<file path="src/sac_pkg.sv">
// Package: constants shared by the sector address checker files.
package sac_pkg;

	// ----------------------------------------------------------------
	// Geometry limits
	// ----------------------------------------------------------------
	localparam logic [28:0] CHS_LIMIT = 29'h0FBFC10; // 16,514,064 sectors.
	localparam logic [28:0] TOT_MAX   = 29'h10000000; // 268,435,456 sectors.
	localparam logic [28:0] TOT_MIN   = 29'h0000001;
	localparam logic [15:0] CYL_BIG   = 16'h3FFF; // Forced cylinders on big media.
	localparam logic [15:0] CYL_MAX   = 16'hFFFF;
	localparam logic [4:0]  HD_MAX    = 5'h10;
	localparam logic [7:0]  DSPT_MAX  = 8'h3F;
	localparam logic [4:0]  DIV_STEPS = 5'h18;

	// ----------------------------------------------------------------
	// Register byte offsets
	// ----------------------------------------------------------------
	localparam logic [7:0] OFF_CTRL   = 8'h00;
	localparam logic [7:0] OFF_TOTAL  = 8'h04;
	localparam logic [7:0] OFF_DEFG   = 8'h08;
	localparam logic [7:0] OFF_CURG   = 8'h0C;
	localparam logic [7:0] OFF_CURCAP = 8'h10;
	localparam logic [7:0] OFF_REQ    = 8'h14;
	localparam logic [7:0] OFF_RES    = 8'h18;
	localparam logic [7:0] OFF_RESADR = 8'h1C;
	localparam logic [7:0] OFF_RESLIN = 8'h20;
	localparam logic [7:0] OFF_EVT    = 8'h24;
	localparam logic [7:0] OFF_IRQ    = 8'h28;

	// ----------------------------------------------------------------
	// Field positions
	// ----------------------------------------------------------------
	localparam int B_CHS_OPT = 0;  // CTRL: offer geometry on big media.
	localparam int B_PKT     = 1;  // CTRL: packet-command device.
	localparam int B_BSY     = 2;  // CTRL: busy flag.
	localparam int B_DRQ     = 3;  // CTRL: data request flag.
	localparam int B_PDRQ_LO = 5;  // CTRL: packet DRQ type, 2 bits.
	localparam int B_LBA     = 28; // REQ: linear addressing form.
	localparam int B_EV_OK   = 0;  // EVT bits, write one to signal.
	localparam int B_EV_ERR  = 1;
	localparam int B_EV_PIO  = 2;
	localparam int B_EV_PKT  = 3;
	localparam int B_EV_OVL  = 4;
	localparam int B_EV_DIAG = 5;
	localparam logic [1:0] PDRQ_IRQ = 2'h1;

	// ----------------------------------------------------------------
	// Sequencer states
	// ----------------------------------------------------------------
	typedef enum logic [2:0] {
		SAC_IDLE = 3'h1,
		SAC_DIV  = 3'h2,
		SAC_LOAD = 3'h4
	} sac_state_e;

endpackage : sac_pkg

</file>
<file path="src/sac_sync.sv">
// Three-stage pin synchroniser that accepts a change once stages two and three agree.
`timescale 1ns/1ps
`default_nettype none
module sac_sync #(
	parameter int           W    = 2,
	parameter logic [W-1:0] INIT = '0
) (
	// Clock and reset.
	input  wire logic         clk_i,
	input  wire logic         rst_i,
	// Pins in, filtered levels out.
	input  wire logic [W-1:0] d_i,
	output logic      [W-1:0] q_o
);

	typedef struct packed {
		logic [W-1:0] s1;
		logic [W-1:0] s2;
		logic [W-1:0] s3;
		logic [W-1:0] q;
	} sac_sync_s;

	sac_sync_s st;
	sac_sync_s next_st;

	// Stage one feeds only stage two, so a metastable level never reaches logic.
	always_comb begin
		next_st    = st;
		next_st.s1 = d_i;
		next_st.s2 = st.s1;
		next_st.s3 = st.s2;
		next_st.q  = (~(st.s2 ^ st.s3) & st.s2) | ((st.s2 ^ st.s3) & st.q);
		if (rst_i) begin
			next_st = {INIT, INIT, INIT, INIT};
		end
	end

	// State register.
	always_ff @(posedge clk_i) begin
		st <= next_st;
	end

	assign q_o = st.q;

endmodule : sac_sync
`default_nettype wire

</file>
<file path="src/sac_top.sv">
// Sector address translation, geometry words and interrupt pending logic.
`timescale 1ns/1ps
`default_nettype none
module sac_top
	import sac_pkg::*;
#(
	parameter logic [28:0] DEF_TOTAL = 29'h0FBFC10,
	parameter logic [15:0] DEF_CYL   = 16'h3FFF,
	parameter logic [4:0]  DEF_HD    = 5'h10,
	parameter logic [7:0]  DEF_SPT   = 8'h3F
) (
	// Clock and reset.
	input  wire logic        clk_i,
	input  wire logic        rst_i,
	// Wishbone slave.
	input  wire logic        wb_cyc_i,
	input  wire logic        wb_stb_i,
	input  wire logic        wb_we_i,
	input  wire logic [7:0]  wb_adr_i,
	input  wire logic [3:0]  wb_sel_i,
	input  wire logic [31:0] wb_dat_i,
	output logic      [31:0] wb_dat_o,
	output logic             wb_ack_o,
	// Command block access strobes from the host front end.
	input  wire logic        ata_stat_rd_i,
	input  wire logic        ata_cmd_wr_i,
	input  wire logic        ata_dev_wr_i,
	input  wire logic        ata_dev_i,
	input  wire logic        ata_ctl_wr_i,
	input  wire logic        ata_nien_i,
	input  wire logic        ata_srst_i,
	// Cable pins.
	input  wire logic        ata_reset_n_i,
	input  wire logic        csel_i,
	// Interrupt pin, three signals.
	input  wire logic        intrq_i,
	output logic             intrq_o,
	output logic             intrq_oe_n_o
);
	import sac_pkg::*;

	// ----------------------------------------------------------------
	// State
	// ----------------------------------------------------------------
	typedef struct packed {
		sac_state_e  fsm;
		logic        ack;
		logic [31:0] dat;
		logic        chs_opt;
		logic        pkt;
		logic        bsy;
		logic        drq;
		logic [1:0]  pdrq;
		logic [28:0] total;
		logic [15:0] dcyl;
		logic [4:0]  dhd;
		logic [7:0]  dspt;
		logic [15:0] ccyl;
		logic [4:0]  chd;
		logic [7:0]  cspt;
		logic [27:0] radr;
		logic [27:0] rlin;
		logic        rlba;
		logic        rerr;
		logic        rdone;
		logic        rinit_err;
		logic [23:0] dvd;
		logic [23:0] quo;
		logic [12:0] dvs;
		logic [13:0] rem;
		logic [4:0]  cnt;
		logic        pend;
		logic        sel;
		logic        nien;
		logic        intrq;
		logic        intrq_oe_n;
	} sac_st_s;

	sac_st_s     st;
	sac_st_s     next_st;
	logic [1:0]  pins;
	logic        hwrst, devnum, chs_en, def_ok, cur_ok, acc, wr;
	logic        chs_err, lba_err, set_any, clr_any, soft_rst;
	logic [15:0] dcyl_raw;
	logic [28:0] dprod, cprod;
	logic [15:0] cc;
	logic [4:0]  ch;
	logic [7:0]  cs;
	logic [28:0] cap;
	logic [31:0] wd;
	logic [7:0]  req_s;
	logic [15:0] req_c;
	logic [3:0]  req_h;
	logic [29:0] lin_chs;
	logic [5:0]  ev;
	logic [13:0] trial;

	// Reset and cable select pins arrive from the cable, so filter them.
	sac_sync #(.W(2), .INIT(2'h1)) u_sync (
		.clk_i (clk_i),
		.rst_i (rst_i),
		.d_i   ({csel_i, ata_reset_n_i}),
		.q_o   (pins)
	);
	assign hwrst  = ~pins[0];
	assign devnum = pins[1];

	// ----------------------------------------------------------------
	// Geometry words
	// ----------------------------------------------------------------
	// Effective default and current words as the host sees them.
	always_comb begin
		chs_en   = (st.total <= CHS_LIMIT) | st.chs_opt;
		dcyl_raw = (st.total >= CHS_LIMIT) ? CYL_BIG : st.dcyl;
		dprod    = 29'(29'(dcyl_raw) * 29'(st.dhd) * 29'(st.dspt));
		def_ok   = chs_en && (dcyl_raw != 16'h0000) && (st.dhd != 5'h00)
			&& (st.dhd <= HD_MAX) && (st.dspt != 8'h00)
			&& (st.dspt <= DSPT_MAX) && (dprod <= CHS_LIMIT);
		cprod  = 29'(29'(st.ccyl) * 29'(st.chd) * 29'(st.cspt));
		cur_ok = def_ok && (cprod <= CHS_LIMIT) && (cprod <= st.total);
		cc  = cur_ok ? st.ccyl : 16'h0000;
		ch  = cur_ok ? st.chd : 5'h00;
		cs  = cur_ok ? st.cspt : 8'h00;
		cap = 29'(29'(cc) * 29'(ch) * 29'(cs));
	end

	// ----------------------------------------------------------------
	// Bus decode and address check
	// ----------------------------------------------------------------
	// Unselected byte lanes are written as zero, so a partial write clears the rest.
	always_comb begin
		acc     = wb_cyc_i & wb_stb_i & ~st.ack;
		wr      = acc & wb_we_i;
		wd      = wb_dat_i & {{8{wb_sel_i[3]}}, {8{wb_sel_i[2]}}, {8{wb_sel_i[1]}}, {8{wb_sel_i[0]}}};
		req_s   = wd[7:0];
		req_c   = wd[23:8];
		req_h   = wd[27:24];
		// Geometry number computed from the current translation.
		lin_chs = 30'(30'(30'(21'(req_c) * 21'(st.chd)) + 30'(req_h)) * 30'(st.cspt))
			+ 30'(req_s) - 30'h1;
		chs_err = !def_ok || (req_c >= st.ccyl) || ({1'b0, req_h} >= st.chd)
			|| (req_s == 8'h00) || (req_s > st.cspt) || (lin_chs >= 30'(st.total));
		lba_err = {1'b0, wd[27:0]} >= st.total;
		ev      = (wr && wb_adr_i[7:2] == OFF_EVT[7:2]) ? wd[5:0] : 6'h00;
		// Pending set sources; diagnostic qualified by device role, packet by CTRL pkt and pdrq.
		set_any = ev[B_EV_OK] | ev[B_EV_ERR] | ev[B_EV_PIO] | ev[B_EV_OVL]
			| (ev[B_EV_DIAG] & ~devnum)
			| (ev[B_EV_PKT] & st.pkt & (st.pdrq == PDRQ_IRQ));
		soft_rst = ata_ctl_wr_i & ata_srst_i;
		clr_any  = (ata_stat_rd_i & st.sel & ~st.bsy)
			| (ata_cmd_wr_i & st.sel & ~st.bsy & ~st.drq);
		trial    = {st.rem[12:0], st.dvd[23]};
	end

	// ----------------------------------------------------------------
	// Next state
	// ----------------------------------------------------------------
	always_comb begin
		next_st = st;
		next_st.ack = acc;
		// Register writes; current geometry and request writes are dropped outside SAC_IDLE.
		if (wr) begin
			unique case ({wb_adr_i[7:2], 2'h0})
				OFF_CTRL: begin
					next_st.chs_opt = wd[B_CHS_OPT];
					next_st.pkt     = wd[B_PKT];
					next_st.bsy     = wd[B_BSY];
					next_st.drq     = wd[B_DRQ];
					next_st.pdrq    = wd[B_PDRQ_LO+1:B_PDRQ_LO];
				end
				OFF_TOTAL: begin
					// Out-of-range totals saturate rather than wrap.
					if (wd[28:0] < TOT_MIN) begin
						next_st.total = TOT_MIN;
					end else if (wd[31:29] != 3'h0 || wd[28:0] > TOT_MAX) begin
						next_st.total = TOT_MAX;
					end else begin
						next_st.total = wd[28:0];
					end
				end
				OFF_DEFG: begin
					next_st.dcyl = wd[15:0];
					next_st.dhd  = wd[20:16];
					next_st.dspt = wd[31:24];
				end
				OFF_CURG: begin
					// Hosts give heads and sectors; cylinders are divided out.
					if (st.fsm == SAC_IDLE) begin
						if (def_ok && wd[20:16] != 5'h00 && wd[20:16] <= HD_MAX
							&& wd[31:24] != 8'h00) begin
							next_st.chd       = wd[20:16];
							next_st.cspt      = wd[31:24];
							next_st.dvd       = (st.total < CHS_LIMIT) ?
								st.total[23:0] : CHS_LIMIT[23:0];
							next_st.dvs       = 13'(wd[20:16] * wd[31:24]);
							next_st.rem       = 14'h0000;
							next_st.quo       = 24'h000000;
							next_st.cnt       = 5'h00;
							next_st.rinit_err = 1'b0;
							next_st.fsm       = SAC_DIV;
						end else begin
							next_st.rinit_err = 1'b1;
						end
					end
				end
				OFF_REQ: begin
					if (st.fsm == SAC_IDLE) begin
						next_st.radr  = wd[27:0];
						next_st.rlba  = wd[B_LBA];
						next_st.rdone = 1'b1;
						next_st.rerr  = wd[B_LBA] ? lba_err : chs_err;
						next_st.rlin  = wd[B_LBA] ? wd[27:0] : lin_chs[27:0];
					end
				end
				default: ;
			endcase
		end
		// Read data is captured in the accept cycle and shown with ack.
		next_st.dat = 32'h00000000;
		if (acc && !wb_we_i) begin
			unique case ({wb_adr_i[7:2], 2'h0})
				OFF_CTRL:   next_st.dat = {25'h0, st.pdrq, 1'b0, st.drq, st.bsy,
					st.pkt, st.chs_opt};
				OFF_TOTAL:  next_st.dat = {3'h0, st.total};
				OFF_DEFG:   next_st.dat = def_ok ? {st.dspt, 3'h0, st.dhd, dcyl_raw}
					: 32'h00000000;
				OFF_CURG:   next_st.dat = {cs, 3'h0, ch, cc};
				OFF_CURCAP: next_st.dat = {3'h0, cap};
				OFF_RES:    next_st.dat = {27'h0, (st.fsm != SAC_IDLE), st.rinit_err,
					st.rlba, st.rerr, st.rdone};
				OFF_RESADR: next_st.dat = {3'h0, st.rlba, st.radr};
				OFF_RESLIN: next_st.dat = {4'h0, st.rlin};
				OFF_IRQ:    next_st.dat = {26'h0, intrq_i, devnum, st.intrq, st.nien,
					st.sel, st.pend};
				default:    next_st.dat = 32'h00000000;
			endcase
		end
		// Cylinder divider: one restoring step per clock.
		unique case (st.fsm)
			SAC_IDLE: ;
			SAC_DIV: begin
				next_st.dvd = {st.dvd[22:0], 1'b0};
				if (trial >= {1'b0, st.dvs}) begin
					next_st.rem = trial - {1'b0, st.dvs};
					next_st.quo = {st.quo[22:0], 1'b1};
				end else begin
					next_st.rem = trial;
					next_st.quo = {st.quo[22:0], 1'b0};
				end
				next_st.cnt = st.cnt + 5'h01;
				if (st.cnt == DIV_STEPS - 5'h01) begin
					next_st.ccyl = (next_st.quo > 24'(CYL_MAX)) ? CYL_MAX
						: next_st.quo[15:0];
					next_st.fsm  = SAC_IDLE;
				end
			end
			SAC_LOAD: begin
				next_st.ccyl = def_ok ? dcyl_raw : 16'h0000;
				next_st.chd  = def_ok ? st.dhd : 5'h00;
				next_st.cspt = def_ok ? st.dspt : 8'h00;
				next_st.fsm  = SAC_IDLE;
			end
		endcase
		// Host side selection and interrupt disable; deselect keeps pending.
		if (ata_dev_wr_i) begin
			next_st.sel = (ata_dev_i == devnum);
		end
		if (ata_ctl_wr_i) begin
			next_st.nien = ata_nien_i;
		end
		// A new event wins over a register clear in the same cycle.
		if (hwrst || soft_rst) begin
			next_st.pend = 1'b0;
		end else if (set_any) begin
			next_st.pend = 1'b1;
		end else if (clr_any) begin
			next_st.pend = 1'b0;
		end
		// Hardware reset also restores the default translation.
		if (hwrst) begin
			next_st.fsm  = SAC_LOAD;
			next_st.nien = 1'b0;
			next_st.sel  = ~devnum;
		end
		next_st.intrq      = next_st.pend & next_st.sel & ~next_st.nien;
		next_st.intrq_oe_n = ~(next_st.sel & ~next_st.nien);
		if (rst_i) begin
			next_st            = '0;
			next_st.fsm        = SAC_LOAD;
			next_st.total      = DEF_TOTAL;
			next_st.dcyl       = DEF_CYL;
			next_st.dhd        = DEF_HD;
			next_st.dspt       = DEF_SPT;
			next_st.intrq_oe_n = 1'b1;
		end
	end

	// State register.
	always_ff @(posedge clk_i) begin
		st <= next_st;
	end

	assign wb_ack_o     = st.ack;
	assign wb_dat_o     = st.dat;
	assign intrq_o      = st.intrq;
	assign intrq_oe_n_o = st.intrq_oe_n;
endmodule : sac_top
`default_nettype wire

</file>
<file path="config.mk">
export PLATFORM = sky130hd
export DESIGN_NAME = sac_top
export DESIGN_NICKNAME = d
export VERILOG_FILES = /design/src/sac_pkg.sv /design/src/sac_sync.sv /design/src/sac_top.sv
export SDC_FILE = /design/constraint.sdc
export NUM_CORES = 2
export LEC_CHECK = 0
export ABC_AREA = 1
export BUFFER_PORTS_ARGS = -buffer_cell sky130_fd_sc_hd__clkbuf_2
export CAP_MARGIN = 15
export CORE_UTILIZATION = 65
export CTS_CLUSTER_SIZE = 30
export DETAILED_ROUTE_END_ITERATION = 12
export GPL_ROUTABILITY_DRIVEN = 0
export PLACE_DENSITY = 0.82
export REMOVE_ABC_BUFFERS = 1
export SLEW_MARGIN = 20
export SYNTH_ARGS = -nofsm -noshare
export SYNTH_HDL_FRONTEND = slang
export SYNTH_HIERARCHICAL = 1
export SYNTH_SLANG_ARGS = --single-unit
</file>
<file path="constraint.sdc">
create_clock -name clk_i -period 20.7 [get_ports clk_i]
set_clock_uncertainty 0.05 [all_clocks]
set_input_delay 5.175 -clock clk_i [delete_from_list [all_inputs] [get_ports clk_i]]
set_output_delay 5.175 -clock clk_i [all_outputs]
set_load 0.01 [all_outputs]
</file>
==> results.txt <==
The flow ran to the end, and the final reports show no timing, DRC or antenna violations. Using the TritonRoute via totals, the vias-per-cell ratio works out to 5.93. The worst hold path begins at u_sync/st[6]$_SDFF_PP1_.

Among all flip-flop cells after synthesis, the most frequent one is dfxtp_1. The run gives 3 as the number of buffers between clock root and the deepest sink. Clock tree synthesis selected as its root buffer the cell clkbuf_16.

The first global-routing pass estimated 235 mm of wire. The global-route usage over all layers is 0.386, and the proportion of layout cells with a drive suffix above 1 is 0.0429. Static timing analysis puts the maximum clock frequency at 51.9 MHz.

For this block, the via count after detailed routing is 46.2k. In this run the horizontal extent of the chip is 277 um. The tools report the core footprint as 74700 um^2.

The worst hold path terminates at u_sync/st[4]$_SDFF_PP1_. The run gives 0.686 as the combinational cell fraction of total power. The worst slew margin relative to its limit came out at 0.0886.

The run gives 280 as the total number of clock tree sinks. For this design the top-level I/O count stands at 94. After routing the design area is 51200 um^2. The tools report the startpoint class of the critical path as a flip-flop.

Total count of max-transition violations in the final report: 0. In this run the tool buffered the top-level ports with 91 buffer cells. The detailed router finished its first iteration with 5194 violations. The largest net degree at the start of global routing is 109, and the starting density of the core is 0.659. The library cell appearing most often on the critical path was fa_1. In this run the power density over the cells is 73.7 nW/um^2.

The share of flip-flops with an asynchronous set or reset works out to 0. Ranked by total cell area, the synthesized netlist is headed by fa_1, ha_1, dfxtp_1. In this run the critical register-to-register path is captured at wb_dat_o[24]$_SDFF_PP0_. The worst reg2reg path depth is 78, and the highest ir drop seen on vdd is 0.151 mV. Post-synthesis sequential area ratio: 0.114. Leaving out fill and tap cells, the most frequent cell in the layout is nand2_1.

After layout, the minimum clock period comes to 19.27 ns. The detail-routed net length per standard cell is 18.9 um, and the area share of the largest cell type after synthesis is 0.270. Number of max-capacitance violations reported: 0. The total count of hold-check failures in the final report came out at 0. The leakage dissipation is 27.0 nW. From synthesis to final layout, the design area changed by 4.05%. By startpoint and endpoint, the worst setup path is classified as flip-flop to flip-flop. For this run, the slowest stage of the critical path takes 0.62 ns.

The startpoint identified for the worst register-to-register timing path is st[221]$_SDFFE_PP0P_. Wires add up to 147 mm. Yosys printed 6 warnings. The number of enable-type register cells in the synthesized netlist was 0; the area of the die was 76800 um^2. The logs give 21.07 ns for the data required time of the critical path and 7739 for the cell count after placement.

The slowest stage of the critical path belongs to the cell xor2_1. The run gives 19.64 ns as the worst path arrival time. STA classifies the critical path endpoint as a flip-flop.

After synthesis, the mean cell area works out to 7.13 um^2. The library cells used most frequently in the layout, excluding fill and tap cells, are nand2_1, inv_1, nor2_1. In this run the vertical extent of the chip is 277 um. Along the worst path, the maximum fanout reaches 37. The cell count after synthesis came out at 6898. Summed over all instances, the cell type with the most area after synthesis is fa_1. Post-CTS timing repair inserted 0 buffers for setup.

Counting the buffers created by CTS gives 29. The net switching component of the power came out at 2.11 mW. In this run the remaining antenna-violating nets after routing total 0.

The number of H-tree branching levels was 1. The number of instances on the worst hold path is 1, and the clock transition time at the flip-flop clock pins of the worst setup and hold paths is 0.07 ns. Once placement finished, the instance area stood at 50100 um^2. Adding up every negative setup slack in the final design gives 0 ns. The tools report the via count of the first global-routing pass as 45.1k. The initialized floorplan defines 100 standard-cell rows. The final period utilization was 0.931; the overall overflow remaining after global route was 0. The logs give 0.62 ns for the clock insertion delay at the later pin of the skew report and 59 for the post-synthesis cell type count. The number of register bits inferred by synthesis was 280. For the pin with the worst max-slew slack, the measured transition is 1.37 ns. The run gives 10 as the number of iterations in the first detailed-routing pass. TritonCTS built the clock tree.

Final hold analysis gives a worst-case slack of 0.366 ns. After the last flow step, the layout net total stands at 8045. Setup violations remaining at the end of the flow were counted as 0. Clock network power share: 0.153. For this run, the number of standard cells in the final layout without fillers is 7798. The switching portion of total power was 0.560.

The residual DRC count was 0. The number of antenna violations at the first check in global routing was 3; the post-synthesis cell area was 49200 um^2. The run gives 1.66 mW as the internal power summed over all cells. The most critical setup path has its startpoint at st[221]$_SDFFE_PP0P_.

Register-to-register setup slack: 1.43 ns. Setup repair after global routing left no endpoint under its margin. The class of the tightest hold or removal check was flip-flop to flip-flop. For the sequential cell fraction of total power, the log shows 0.161. The HPWL after detailed placement is 118 mm.
[metrics by stage]
step           setup slack, ns  utilization  total power [mW]
2_1_floorplan             3.68            -              2.35
5_1_grt                  0.243        0.685              4.05
6_report                  1.43        0.685              3.77
3_5_place_dp              1.56        0.671              3.09
3_3_place_gp              1.76        0.671              3.03
4_1_cts                   1.50        0.685              3.67
[sequential cells by signal, indices dropped and copies added (netlist names), named ones only]
register	cells
wb_ack_o	1
intrq_oe_n_o	1
intrq_o	1
u_sync/st	6
wb_dat_o	32
st	237
[layout make-up]
class | instances | area (um^2)
clock buffer | 35 | 798
antenna | 2 | 5.00
multi-input combinational | 4999 | 37400
fill | 6208 | 23500
timing repair buffer | 151 | 908
sequential | 280 | 5610
inverter | 1343 | 5040
tap | 969 | 1210
clock inverter | 19 | 248
[power groups by stage]
stage	Combinational, mW	Clock, mW	Sequential (mW)
global route	2.85	0.592	0.605
floorplan	1.75	0	0.601
global placement	2.42	0	0.612
finish	2.59	0.578	0.609
detailed placement	2.48	0	0.613
CTS	2.50	0.575	0.601
[logic make-up (layout without fill, tap and decap cells)]
kind of cell	count (synthesis)	count (layout)	synth area share
AOI/OAI and AO/OA	974	974	0.110
xor gates and xnor gates	127	127	0.0226
adders and majority gates	1182	1182	0.402
buffers and inverters	1619	1548	0.127
DFF	280	280	0.114
other	0	2	0
and+or+nand+nor	2716	2716	0.224
[critical path, delay by kind of cell (launching register included)]
kind / cells / cell delay, ns
fa+ha+maj: 17 / 8.11
xor+xnor: 2 / 0.79
buf+inv: 15 / 1.84
compound gates: 16 / 3.46
flops: 1 / 0.33
simple gates: 28 / 4.51
[cells in the mapped netlist (51+ instances only)]
library cell / instances
nand3_1: 228
fa_1: 664
xor2_1: 76
nor3_1: 61
inv_1: 1308
a21oi_1: 480
clkbuf_1: 205
o21ai_0: 295
dfxtp_1: 280
xnor2_1: 51
nand4_1: 64
nand2_1: 1433
ha_1: 518
nor2_1: 835
[per-layer routing]
metal / track usage / wire [um]
met1: 0.483 / 54800
met4: 0.235 / 10600
met2: 0.611 / 64900
met5: 0 / 0
met3: 0.0850 / 17000
[repair_timing]
action | CTS | global route
hold buffers | 0 | 0
endpoints found under the setup margin | 0 | 1
resized for setup | 0 | 1
[how the worst max path moves through the flow]
stage | endpoint | slack (ns) | depth (start not counted)
3_5_place_dp | wb_dat_o[24]$_SDFF_PP0_ | 1.56 | 78
5_1_grt | wb_dat_o[24]$_SDFF_PP0_ | 0.24 | 80
2_1_floorplan | wb_dat_o[24]$_SDFF_PP0_ | 3.68 | 77
4_1_cts | wb_dat_o[24]$_SDFF_PP0_ | 1.50 | 78
3_3_place_gp | wb_dat_o[24]$_SDFF_PP0_ | 1.76 | 78
6_report | wb_dat_o[24]$_SDFF_PP0_ | 1.43 | 78
(Power assumes the default switching activity.)
